$ cat config.mk
export PLATFORM = sky130hd
export DESIGN_NAME = ipv_top
export DESIGN_NICKNAME = d
export VERILOG_FILES = /design/src/include/ipv_pkg.sv /design/src/core/ipv_top.sv
export VERILOG_INCLUDE_DIRS = /design/src /design/src/include
export SDC_FILE = /design/constraint.sdc
export NUM_CORES = 1
export LEC_CHECK = 0
export BUFFER_PORTS_ARGS = -buffer_cell sky130_fd_sc_hd__buf_2
export CAP_MARGIN = 30
export CORE_MARGIN = 5
export CORE_UTILIZATION = 24
export CTS_BUF_LIST = sky130_fd_sc_hd__clkbuf_16
export CTS_CLUSTER_DIAMETER = 120
export DETAILED_ROUTE_END_ITERATION = 16
export HOLD_SLACK_MARGIN = 0.12
export PLACE_DENSITY_LB_ADDON = 0.12
export SKIP_CTS_REPAIR_TIMING = 1
export SLEW_MARGIN = 20
export SYNTH_ARGS = -nofsm -noshare
export SYNTH_HDL_FRONTEND = slang
export SYNTH_SLANG_ARGS = --single-unit
$ cat constraint.sdc
create_clock -name clk_i -period 27.7 [get_ports clk_i]
set_input_delay 1.385 -clock clk_i [delete_from_list [all_inputs] [get_ports clk_i]]
set_output_delay 1.385 -clock clk_i [all_outputs]
set_load 0.02 [all_outputs]
$ cat src/include/ipv_defines.svh
// Register offsets, field positions, reset values and vector constants of the interrupt prioritizer
`ifndef IPV_DEFINES_SVH
`define IPV_DEFINES_SVH

`define IPV_OFF_SYSCON 8'h00
`define IPV_OFF_EN_LOW 8'h04
`define IPV_OFF_EN_HIGH 8'h08
`define IPV_OFF_NM_EN 8'h0C
`define IPV_OFF_PRIO_LOW_0 8'h10
`define IPV_OFF_PRIO_HIGH_0 8'h14
`define IPV_OFF_PRIO_LOW_1 8'h18
`define IPV_OFF_PRIO_HIGH_1 8'h1C
`define IPV_OFF_STATUS 8'h20

`define IPV_SYSCON_PAGE_BIT 0
`define IPV_SYSCON_ONE_BIT 2
`define IPV_SYSCON_MODE_BIT 4
`define IPV_EN_LOW_MASK_BIT 7

`define IPV_NM_WDT_BIT 0
`define IPV_NM_PLL_BIT 1
`define IPV_NM_FLASH_BIT 2
`define IPV_NM_SUPPLY_BIT 5
`define IPV_NM_ECC_BIT 6

`define IPV_RESET_BYTE 8'h00
`define IPV_VEC_NMI 16'h0073
`define IPV_VEC_BASE 16'h0003
`define IPV_VEC_STEP 16'h0008

`define IPV_NODES 14
`define IPV_RANKS 15
`define IPV_LEVEL_NMI 3'h5

`endif

$ cat src/include/ipv_pkg.sv
// Types of the interrupt prioritizer
package ipv_pkg;

    typedef struct packed {
        logic mode;
        logic sfr_page;
        logic [5:0] en_low;
        logic mask;
        logic [7:0] en_high;
        logic [4:0] nm_en;
        logic [5:0] pr_lo0;
        logic [5:0] pr_hi0;
        logic [7:0] pr_lo1;
        logic [7:0] pr_hi1;
        logic [14:0] pend;
        logic [14:0] smp;
        logic [4:0] isr;
        logic hold;
        logic call_req;
        logic [15:0] call_vec;
        logic [3:0] call_rank;
        logic [2:0] call_lvl;
        logic wb_ack;
        logic [7:0] wb_dat;
    } ipv_state_t;

endpackage : ipv_pkg

$ cat src/core/ipv_top.sv
// Interrupt prioritizer and vectoring logic with classic Wishbone register access
//
// What this block does
// System control bit 4 selects structure-2 mode 0 or mode 1.
// System control bit 2 reads one; bits 1, 3, 7..5 read zero.
// Vectors: non-maskable 0073h, node 0 at 0003h, eight bytes apart.
// Enable low bits 0..5 enable nodes 0..5; bit 6 reads zero.
// Enable high bits 0..7 enable nodes 6..13 in ascending order.
// Global mask bit 7 low blocks all maskable requests, never the non-maskable.
// Reset clears every node enable and every non-maskable source enable.
// Five non-maskable sources share one vector, each with its own enable.
// Only a strictly higher level pre-empts a routine in service.
// Highest level wins; ties go by polling order, non-maskable first.
// Requests sampled at phase 2, evaluated during the next machine cycle.
// No call while equal level serves, mid-instruction, or return/enable/priority write.
// After return or enable/priority write, one more instruction runs first.
// Blocked or vanished requests are not remembered between polls.
// Acknowledge makes the core do a long call to the vector address.
// Return-from-interrupt releases the level in service.
// Plain subroutine return leaves the in-service level active.
// Call takes two machine cycles; three cycles least to first instruction.
// Waiting for an instruction's last cycle adds at most three cycles.
// Single interrupt response lies between three and under nine cycles.
// Software changes the mode bit by read-modify-write only.
// Mode 1 latches enabled events regardless of node enable; mode 0 needs it.
// Acknowledge clears the latched pending request; status flags stay.
// Mode 0 clearing node enable clears pending; mode 1 clearing flags does.
// Global mask only hides pending requests; capture continues.
// One request with vector offered to core; acknowledge names serviced node.
// In-service stack of four levels plus non-maskable; return frees highest.
//
// Our own choices: the register offsets and the Wishbone slave port.
`timescale 1ns/100ps
`include "ipv_defines.svh"

module ipv_top import ipv_pkg::*; (
    // Clock, reset and clock enable
    input wire logic clk_i,
    input wire logic rst_i,
    input wire logic ce_i,
    // Wishbone slave
    input wire logic cyc_i,
    input wire logic stb_i,
    input wire logic we_i,
    input wire logic [7:0] adr_i,
    input wire logic [3:0] sel_i,
    input wire logic [31:0] dat_i,
    output logic [31:0] dat_o,
    output logic ack_o,
    // Interrupt sources
    input wire logic [13:0] node_event_i,
    input wire logic [13:0] node_flags_i,
    input wire logic [4:0] nm_event_i,
    input wire logic [4:0] nm_flags_i,
    // Core timing
    input wire logic mc_phase2_i,
    input wire logic last_cycle_i,
    input wire logic return_from_interrupt_i,
    // Call handshake with the core
    output logic call_req_o,
    output logic [15:0] call_vec_o,
    output logic [3:0] call_rank_o,
    input wire logic call_ack_i,
    input wire logic [3:0] ack_rank_i,
    // Mode outputs
    output logic struct2_mode_o,
    output logic sfr_page_select_o
);

    ////////////////////////////////////////////////////////////////////////////
    // Helpers

    // Level of a polling rank: 5 for non-maskable, else priority plus one
    function automatic logic [2:0] rank_level(input logic [3:0] rank, input logic [13:0] lo,
                                              input logic [13:0] hi);
        logic [3:0] n;
        n = rank - 4'h1;
        if (rank == 4'h0) begin
            rank_level = `IPV_LEVEL_NMI;
        end else begin
            rank_level = {1'b0, hi[n], lo[n]} + 3'h1;
        end
    endfunction : rank_level

    function automatic logic [15:0] rank_vector(input logic [3:0] rank);
        if (rank == 4'h0) begin
            rank_vector = `IPV_VEC_NMI;
        end else begin
            rank_vector = `IPV_VEC_BASE + {9'h000, rank - 4'h1, 3'h0};
        end
    endfunction : rank_vector

    ////////////////////////////////////////////////////////////////////////////
    // State

    ipv_state_t state_reg;
    ipv_state_t state_next;

    logic [13:0] node_en;
    logic [13:0] prio_lo;
    logic [13:0] prio_hi;
    logic [14:0] ena;
    logic [14:0] flags_any;
    logic [14:0] event_in;
    logic [14:0] req_raw;
    logic [2:0] cur_lvl;
    logic [2:0] best_lvl;
    logic [3:0] best_rank;
    logic [2:0] lvl_i;
    logic found;
    logic bus_req;
    logic bus_wr;
    logic ctrl_wr;
    logic end_of_instr;
    logic [7:0] rd_byte;

    assign node_en = {state_reg.en_high, state_reg.en_low};
    assign prio_lo = {state_reg.pr_lo1, state_reg.pr_lo0};
    assign prio_hi = {state_reg.pr_hi1, state_reg.pr_hi0};
    assign ena = {node_en, |state_reg.nm_en};
    assign flags_any = {node_flags_i, |nm_flags_i};
    assign event_in = {node_event_i, |(nm_event_i & state_reg.nm_en)};
    assign bus_req = cyc_i & stb_i & ~state_reg.wb_ack;
    assign bus_wr = bus_req & we_i & sel_i[0];
    assign end_of_instr = mc_phase2_i & last_cycle_i;

    // Writes to node enable or priority registers delay vectoring
    assign ctrl_wr = bus_wr & (adr_i == `IPV_OFF_EN_LOW || adr_i == `IPV_OFF_EN_HIGH ||
                               adr_i == `IPV_OFF_PRIO_LOW_0 || adr_i == `IPV_OFF_PRIO_HIGH_0 ||
                               adr_i == `IPV_OFF_PRIO_LOW_1 || adr_i == `IPV_OFF_PRIO_HIGH_1);

    ////////////////////////////////////////////////////////////////////////////
    // Request to core: maskable nodes need node enable and global mask

    always_comb begin
        req_raw = state_reg.pend;
        req_raw[0] = state_reg.pend[0];
        req_raw[14:1] = state_reg.pend[14:1] & node_en & {14{state_reg.mask}};
    end

    // Current in-service level, 0 when idle
    always_comb begin
        cur_lvl = 3'h0;
        for (int i = 0; i < 5; i++) begin
            if (state_reg.isr[i]) begin
                cur_lvl = 3'(i + 1);
            end
        end
    end

    // Winner among the sampled requests
    always_comb begin
        best_lvl = 3'h0;
        best_rank = 4'h0;
        found = 1'b0;
        lvl_i = 3'h0;
        for (int i = 0; i < `IPV_RANKS; i++) begin
            lvl_i = rank_level(4'(i), prio_lo, prio_hi);
            if (state_reg.smp[i] && lvl_i > best_lvl) begin
                best_lvl = lvl_i;
                best_rank = 4'(i);
                found = 1'b1;
            end
        end
    end

    ////////////////////////////////////////////////////////////////////////////
    // Register read data

    always_comb begin
        unique case (adr_i)
            `IPV_OFF_SYSCON: rd_byte = {3'h0, state_reg.mode, 1'b0, 1'b1, 1'b0, state_reg.sfr_page};
            `IPV_OFF_EN_LOW: rd_byte = {state_reg.mask, 1'b0, state_reg.en_low};
            `IPV_OFF_EN_HIGH: rd_byte = state_reg.en_high;
            `IPV_OFF_NM_EN: rd_byte = {1'b0, state_reg.nm_en[4:3], 2'h0, state_reg.nm_en[2:0]};
            `IPV_OFF_PRIO_LOW_0: rd_byte = {2'h0, state_reg.pr_lo0};
            `IPV_OFF_PRIO_HIGH_0: rd_byte = {2'h0, state_reg.pr_hi0};
            `IPV_OFF_PRIO_LOW_1: rd_byte = state_reg.pr_lo1;
            `IPV_OFF_PRIO_HIGH_1: rd_byte = state_reg.pr_hi1;
            `IPV_OFF_STATUS: rd_byte = {2'h0, state_reg.call_req, state_reg.isr};
            default: rd_byte = 8'h00;
        endcase
    end

    ////////////////////////////////////////////////////////////////////////////
    // Next state

    always_comb begin
        state_next = state_reg;
        state_next.wb_ack = bus_req;
        state_next.wb_dat = bus_req ? rd_byte : 8'h00;

        // Register writes
        if (bus_wr) begin
            unique case (adr_i)
                `IPV_OFF_SYSCON: begin
                    state_next.mode = dat_i[`IPV_SYSCON_MODE_BIT];
                    state_next.sfr_page = dat_i[`IPV_SYSCON_PAGE_BIT];
                end
                `IPV_OFF_EN_LOW: begin
                    state_next.en_low = dat_i[5:0];
                    state_next.mask = dat_i[`IPV_EN_LOW_MASK_BIT];
                end
                `IPV_OFF_EN_HIGH: state_next.en_high = dat_i[7:0];
                `IPV_OFF_NM_EN: state_next.nm_en = {dat_i[`IPV_NM_ECC_BIT], dat_i[`IPV_NM_SUPPLY_BIT],
                                                    dat_i[`IPV_NM_FLASH_BIT], dat_i[`IPV_NM_PLL_BIT],
                                                    dat_i[`IPV_NM_WDT_BIT]};
                `IPV_OFF_PRIO_LOW_0: state_next.pr_lo0 = dat_i[5:0];
                `IPV_OFF_PRIO_HIGH_0: state_next.pr_hi0 = dat_i[5:0];
                `IPV_OFF_PRIO_LOW_1: state_next.pr_lo1 = dat_i[7:0];
                `IPV_OFF_PRIO_HIGH_1: state_next.pr_hi1 = dat_i[7:0];
                default: ;
            endcase
        end

        // Pending latches: clear first, set wins
        for (int i = 0; i < `IPV_RANKS; i++) begin
            if (state_reg.mode ? ~flags_any[i] : ~ena[i]) begin
                state_next.pend[i] = 1'b0;
            end
            if (call_ack_i && ack_rank_i == 4'(i)) begin
                state_next.pend[i] = 1'b0;
            end
            if (event_in[i] && (state_reg.mode || ena[i])) begin
                state_next.pend[i] = 1'b1;
            end
        end

        // Acknowledge: long call under way, level enters service
        if (call_ack_i && state_reg.call_req) begin
            state_next.call_req = 1'b0;
            state_next.isr[state_reg.call_lvl - 3'h1] = 1'b1;
        end

        // Machine cycle phase 2: poll previous sample, then resample
        if (mc_phase2_i) begin
            state_next.smp = req_raw;
            if (found && !state_reg.call_req && last_cycle_i && !return_from_interrupt_i && !state_reg.hold &&
                best_lvl > cur_lvl) begin
                state_next.call_req = 1'b1;
                state_next.call_vec = rank_vector(best_rank);
                state_next.call_rank = best_rank;
                state_next.call_lvl = best_lvl;
            end
            if (return_from_interrupt_i && last_cycle_i && cur_lvl != 3'h0) begin
                state_next.isr[cur_lvl - 3'h1] = 1'b0;
            end
        end

        // Hold: the instruction after a return or control write completes first
        if (end_of_instr) begin
            state_next.hold = return_from_interrupt_i;
        end
        if (ctrl_wr) begin
            state_next.hold = 1'b1;
        end
    end

    ////////////////////////////////////////////////////////////////////////////
    // State register

    always_ff @(posedge clk_i) begin
        if (rst_i) begin
            state_reg <= '0;
        end else if (ce_i) begin
            state_reg <= state_next;
        end
    end

    ////////////////////////////////////////////////////////////////////////////
    // Outputs

    assign ack_o = state_reg.wb_ack;
    assign dat_o = {24'h000000, state_reg.wb_dat};
    assign call_req_o = state_reg.call_req;
    assign call_vec_o = state_reg.call_vec;
    assign call_rank_o = state_reg.call_rank;
    assign struct2_mode_o = state_reg.mode;
    assign sfr_page_select_o = state_reg.sfr_page;

endmodule : ipv_top

# ---- Word-level counts from Yosys, hierarchy flattened
# Cells that the tools add are included.
dict set report totals {
  ff_bits 119
  input_bits 96
  elab_cells 386
}
dict set report classes {
  n_addsub 18
  n_lt_le_gt_ge 19
  eq_ne 22
  muxes 124
  bitwise 43
  n_reduce_logical 126
}
# operator n
set ops {}
lappend ops {{two-way mux 1 bit} 82}
lappend ops {{case mux 8 bit (9 select lines)} 1}
lappend ops {{two-way mux 3 bit} 19}
lappend ops {{logical AND 1 bit} 54}
lappend ops {{two-way mux 4 bit} 13}
lappend ops {{two-way mux 24 bit} 2}
lappend ops {{nonzero test 3 bit} 16}
lappend ops {{greater-than comparator 3 bit} 15}
lappend ops {{adder 2 x 1 -> 3 bit (second input constant)} 14}
lappend ops {{AND reduction 2 bit} 17}
lappend ops {{== test 8 x 5 -> 1 bit (second input constant)} 4}
lappend ops {{NOT 1 bit} 31}
lappend ops {{AND 14 bit} 2}
lappend ops {{== test 4 bit (second input constant)} 7}
lappend ops {{AND reduction 3 bit} 9}
lappend ops {{logical OR 1 bit} 20}
lappend ops {{== test 4 x 3 -> 1 bit (second input constant)} 4}
lappend ops {{== test 8 x 4 -> 1 bit (second input constant)} 2}
lappend ops {{two-way mux 8 bit} 2}
lappend ops {{two-way mux 5 bit} 3}
lappend ops {{OR reduction 5 bit} 3}
lappend ops {{AND 5 bit} 2}
lappend ops {{adder 2 x 7 -> 8 bit (first input constant)} 1}
lappend ops {{== test 4 x 2 -> 1 bit (second input constant)} 2}
lappend ops {{other kinds (15)} 27}

# ---- Longest topological paths before layout
dict set report depth {
  word_depth 50
  depth_mapped 123
  ltp_nobuf 120
}

# ---- Worst setup path after synthesis
# Ideal clock, no wire load.
dict set report synth_path {
  kind {reg2reg}
  start {register state_reg (netlist bit prio_lo[0])}
  end {register state_reg (netlist bit call_vec_o[3])}
  arrival_time_ps 19971
  slack_ps 7641
  stages_incl_launch_ff 119
  synth_period_minus_slack_ps 20059
  cell_sequence {dfxtp_1 > ha_1 > nand2b_1 > a21o_1 > and2_1 > nand3_1 > nor2_1 > nor2_1 > inv_1 > ha_1 > nor2b_1 > o21ai_0 > or3_1 > nand3_1 > nand2_1 > mux2i_1 > ha_1 > inv_1 > [... 83 more ...] > ha_1 > nor2b_1 > o21ai_0 > nand2b_1 > and3_1 > clkbuf_1 > nand2_1 > o21ai_1 > ha_1 > nor2b_1 > o21ai_0 > nand2b_1 > nand3_1 > a41oi_1 > or4_4 > o21ba_4 > nor2_4 > a311oi_2}
}
dict set report synth_via {
  elab_cells_between_ends 82
  classes_between {add/sub (3); order compare (15); mux (43); reduce/logical (21)}
}
# element line_no
set synth_rtl {}
lappend synth_rtl {{start, declared} ipv_top.sv:96} ;# ipv_state_t state_reg;
lappend synth_rtl {{start signal, assigned} ipv_top.sv:266} ;# state_reg <= state_next;
lappend synth_rtl {{adder 2 x 1 -> 3 bit (*)} ipv_top.sv:81} ;# rank_level = {1'b0, hi[n], lo[n]} + 3'h1;
lappend synth_rtl {{greater-than comparator 3 bit} ipv_top.sv:159} ;# if (state_reg.smp[i] && lvl_i > best_lvl) begin
lappend synth_rtl {{logical AND 1 bit} ipv_top.sv:159}
lappend synth_rtl {{two-way mux 3 bit (*)} ipv_top.sv:159}
lappend synth_rtl {{greater-than comparator 3 bit} ipv_top.sv:159}
lappend synth_rtl {{logical AND 1 bit} ipv_top.sv:159}
lappend synth_rtl {{two-way mux 3 bit (*)} ipv_top.sv:159}
lappend synth_rtl {{greater-than comparator 3 bit} ipv_top.sv:159}
lappend synth_rtl {{[... 31 more ...]} n/a}
lappend synth_rtl {{two-way mux 3 bit (*)} ipv_top.sv:159}
lappend synth_rtl {{greater-than comparator 3 bit} ipv_top.sv:159}
lappend synth_rtl {{logical AND 1 bit} ipv_top.sv:159}
lappend synth_rtl {{two-way mux 3 bit (*)} ipv_top.sv:159}
lappend synth_rtl {{net best_lvl[1]} ipv_top.sv:107} ;# logic [2:0] best_lvl;
lappend synth_rtl {{greater-than comparator 3 bit (*)} ipv_top.sv:239} ;# best_lvl > cur_lvl) begin
lappend synth_rtl {{logical AND 1 bit (*)} ipv_top.sv:238} ;# if (found && !state_reg.call_req && last_cycle_i && !return_from_interrupt_i && !state_reg.hold &&
lappend synth_rtl {{AND reduction 3 bit (no source line) (*)} n/a}
# Mark *: on every way through the listed nets, which the timed path passes. The rest lies on a longest branch.
# A chain may end at the register's enable or synchronous reset.

# ---- Worst setup path after layout
dict set report layout_path {
  start {register state_reg (netlist bit prio_lo[0])}
  end {register state_reg[11] (netlist name)}
}
# Same word-level chain as after synthesis.

==> run metrics <==
status finished clean; die width 203.1 um; Synth Flop Type dfxtp_1; Synth area leader dfxtp_1; WL/cell ~19 um; gr ovfl total 0; EDFF count, synth 0; max FFs per register 44; Slew HR a little over two fifths; Max stage delay on crit path 0.62 ns; CTS tree yes; Max IR drop VDD approximately 22 uV; crit-path max FO 10; Buf+Inv Stages, Crit Path 14; post-synth cell types roughly 100; detailed-route via count around 8700; CTS buffer count 9; setup TNS 0 ns; post-synthesis simple-gate area fraction roughly a quarter; Adder-Cell Fraction of Synth Area under 10%; # placed instances 1664; Pleak between 3 and 4 nW; Pwr Density around 33 nW/um^2; area post-placement 9598 sq um; setup ws final 3.913 ns; Port Buffers 90; ANT nets after route 0; Setup CP Type flip-flop to flip-flop; Compound-Gate Fraction of Synth Area between 20% and 30%; drt pass-1 iters 5; Fin. Hold Viols 0; total global-route track usage 15.16%; top cell type's share of synthesized area between 20% and 30%; clk sinks roughly 110; HPWL after DPL around 25000 um; Slew Limit Fails 0; pin count of the biggest net entering global routing 64; Ports 152; starting density of the core around 24%; count leader, synth nand2_1; antenna violations before repair 1; Fillers about 4000; syn avg cell area about 7.7 sq um; max-cap viol count 0; clk_lat worst skew between 0.3 and 0.4 ns; site row count 70; Max clock buf depth 2; Ys Warns 0; pre-CTS setup slack around 3.8 ns; most frequent CP cell ha_1; vias in the first global route 8265; Worst path slowest cell a41oi_1; Die H between 200 and 250 um; mux contribution to synthesized area 5.187%; core footprint 36700 sq um; Worst EP arrival between 20 and 25 ns; final cycle utilization of the critical path 85.87%; fin area 9925 sq um; largest family of logic cells by synthesized area compound AO/OA/AOI/OAI gates; Residual DRC 0; Layout Skew 0.01469 ns; Top Family by Delay on Critical Path compound AO/OA/AOI/OAI gates; cell count after synthesis ~1200; die area between 40000 and 50000 sq um; GP Congestion around 0.83; Final Util approximately 27%; Synth Area in XOR/XNOR 2.237%; startpoint types flip-flop; synth cell count leaders nand2_1, a21oi_1, dfxtp_1, nor2_1, nand3_1; DRT Wirelength around 32000 um; Post-synth ARST share 0%; Min Clock Period, post-route about 24 ns; fmax between 0.04 and 0.05 GHz; share of cells above drive strength 1 about 15%; Setup crit end kind flip-flop; required time of the critical path between 20 and 30 ns; Mapped Area between 8000 and 9000 sq um; final setup fails 0; Clock transition at path regs ~0.090 ns; Slew @ Worst Pin roughly 0.87 ns; Hold Path Class flip-flop to flip-flop; nets@finish 1343; Area Growth Syn to Fin 10.89%; vias per inst roughly 5; sequential share of the synthesized area around a quarter; Post-Layout Cell Count 1681; htree depth 3; synth top area cells dfxtp_1, a21oi_1, ha_1; RSZ-0062 raised after global routing false; root buf cell clkbuf_16; Iteration-0 DRC Markers 471; #FFs+latches synth approximately 110; first-pass GRT wire length ~50000 um
==> layer usage <==
layer	vias up	GRT usage, %	wire (um)
li1	4332	-	-
met1	4115	21.70	15650
met2	179	23.73	14230
met3	25	1.996	1197
met4	0	4.649	772
met5	-	0	0
==> power by group <==
| part | internal (mW) | switching (mW) | total (mW) |
|---|---|---|---|
| clock network | 0.0799 | 0.0661 | 0.146 |
| registers | 0.156 | 0.000485 | 0.156 |
| logic | 0.00604 | 0.0170 | 0.0230 |
| total | 0.242 | 0.0835 | 0.325 |
==> placed cells by master, fill, tap and decap left out, drive strengths merged, types with 9 or more instances in the layout <==
cell type / synthesis / routed
a32oi: 13 / 13
o31ai: 13 / 13
mux2: 11 / 11
ha: 40 / 40
xnor2: 15 / 15
a21oi: 126 / 126
and3: 14 / 14
a211oi: 26 / 26
nor2: 87 / 87
inv: 56 / 57
a22oi: 12 / 12
conb: 1 / 34
nor2b: 19 / 19
clkbuf: 52 / 9
nand2: 123 / 123
dfxtp: 108 / 108
and2: 14 / 14
buf: 55 / 101
o22ai: 18 / 18
mux2i: 32 / 32
a31oi: 15 / 15
nand3: 57 / 57
nand4: 22 / 22
o21ai: 35 / 35
nor3: 18 / 18
nand2b: 16 / 16
==> path summary, 6_finish.rpt <==
path / start / endpoint / slack [ns] / cells past startpoint
setup / recovery: prio_lo[0]$_SDFFE_PP0P_ / state_reg[11]$_SDFFE_PP0P_ / 3.91 / 112
hold / removal: state_reg[46]$_SDFFE_PP0P_ / state_reg[46]$_SDFFE_PP0P_ / 0.46 / 2
setup reg to reg: prio_lo[0]$_SDFFE_PP0P_ / state_reg[11]$_SDFFE_PP0P_ / 3.91 / 112
hold reg to reg: state_reg[46]$_SDFFE_PP0P_ / state_reg[46]$_SDFFE_PP0P_ / 0.46 / 2
==> area by class of cell <==
type	count	area, sq um	share of cell area [%]
Tap cell	468	585.6	5.900
Inverter	56	210.2	2.118
Multi-Input combinational cell	931	6105	61.51
Clock buffer	9	225.2	2.269
Antenna cell	1	2.502	0.02521
Clock inverter	7	98.84	0.9960
Timing Repair Buffer	101	535.5	5.396
Sequential cell	108	2162	21.79
==> through the flow <==
| stage | hold slack [ns] | total power [mW] |
|---|---|---|
| floorplan | 0.4319 | 0.1761 |
| global placement | 0.4502 | 0.1830 |
| detailed placement | 0.4488 | 0.1830 |
| CTS | 0.4611 | 0.3302 |
| global route | 0.4926 | 0.3377 |
| finish | 0.4581 | 0.3254 |
==> worst register-to-register path: cells and delay by family (launching register included) <==
family | cells | cell delay (ns)
buf+inv | 14 | 0.97
compound gates | 36 | 9.31
flops | 1 | 0.48
mux | 6 | 1.37
simple gates | 37 | 6.70
fa+ha+maj | 19 | 4.81
==> kinds of logic after synthesis <==
family / count (synthesis)
and+or+nand+nor: 417
xor gates and xnor gates: 22
muxes: 43
other: 1
adders and majority gates: 46
AOI/OAI and AO/OA: 369
DFF: 108
buffers and inverters: 163
(Power assumes the default switching activity.)
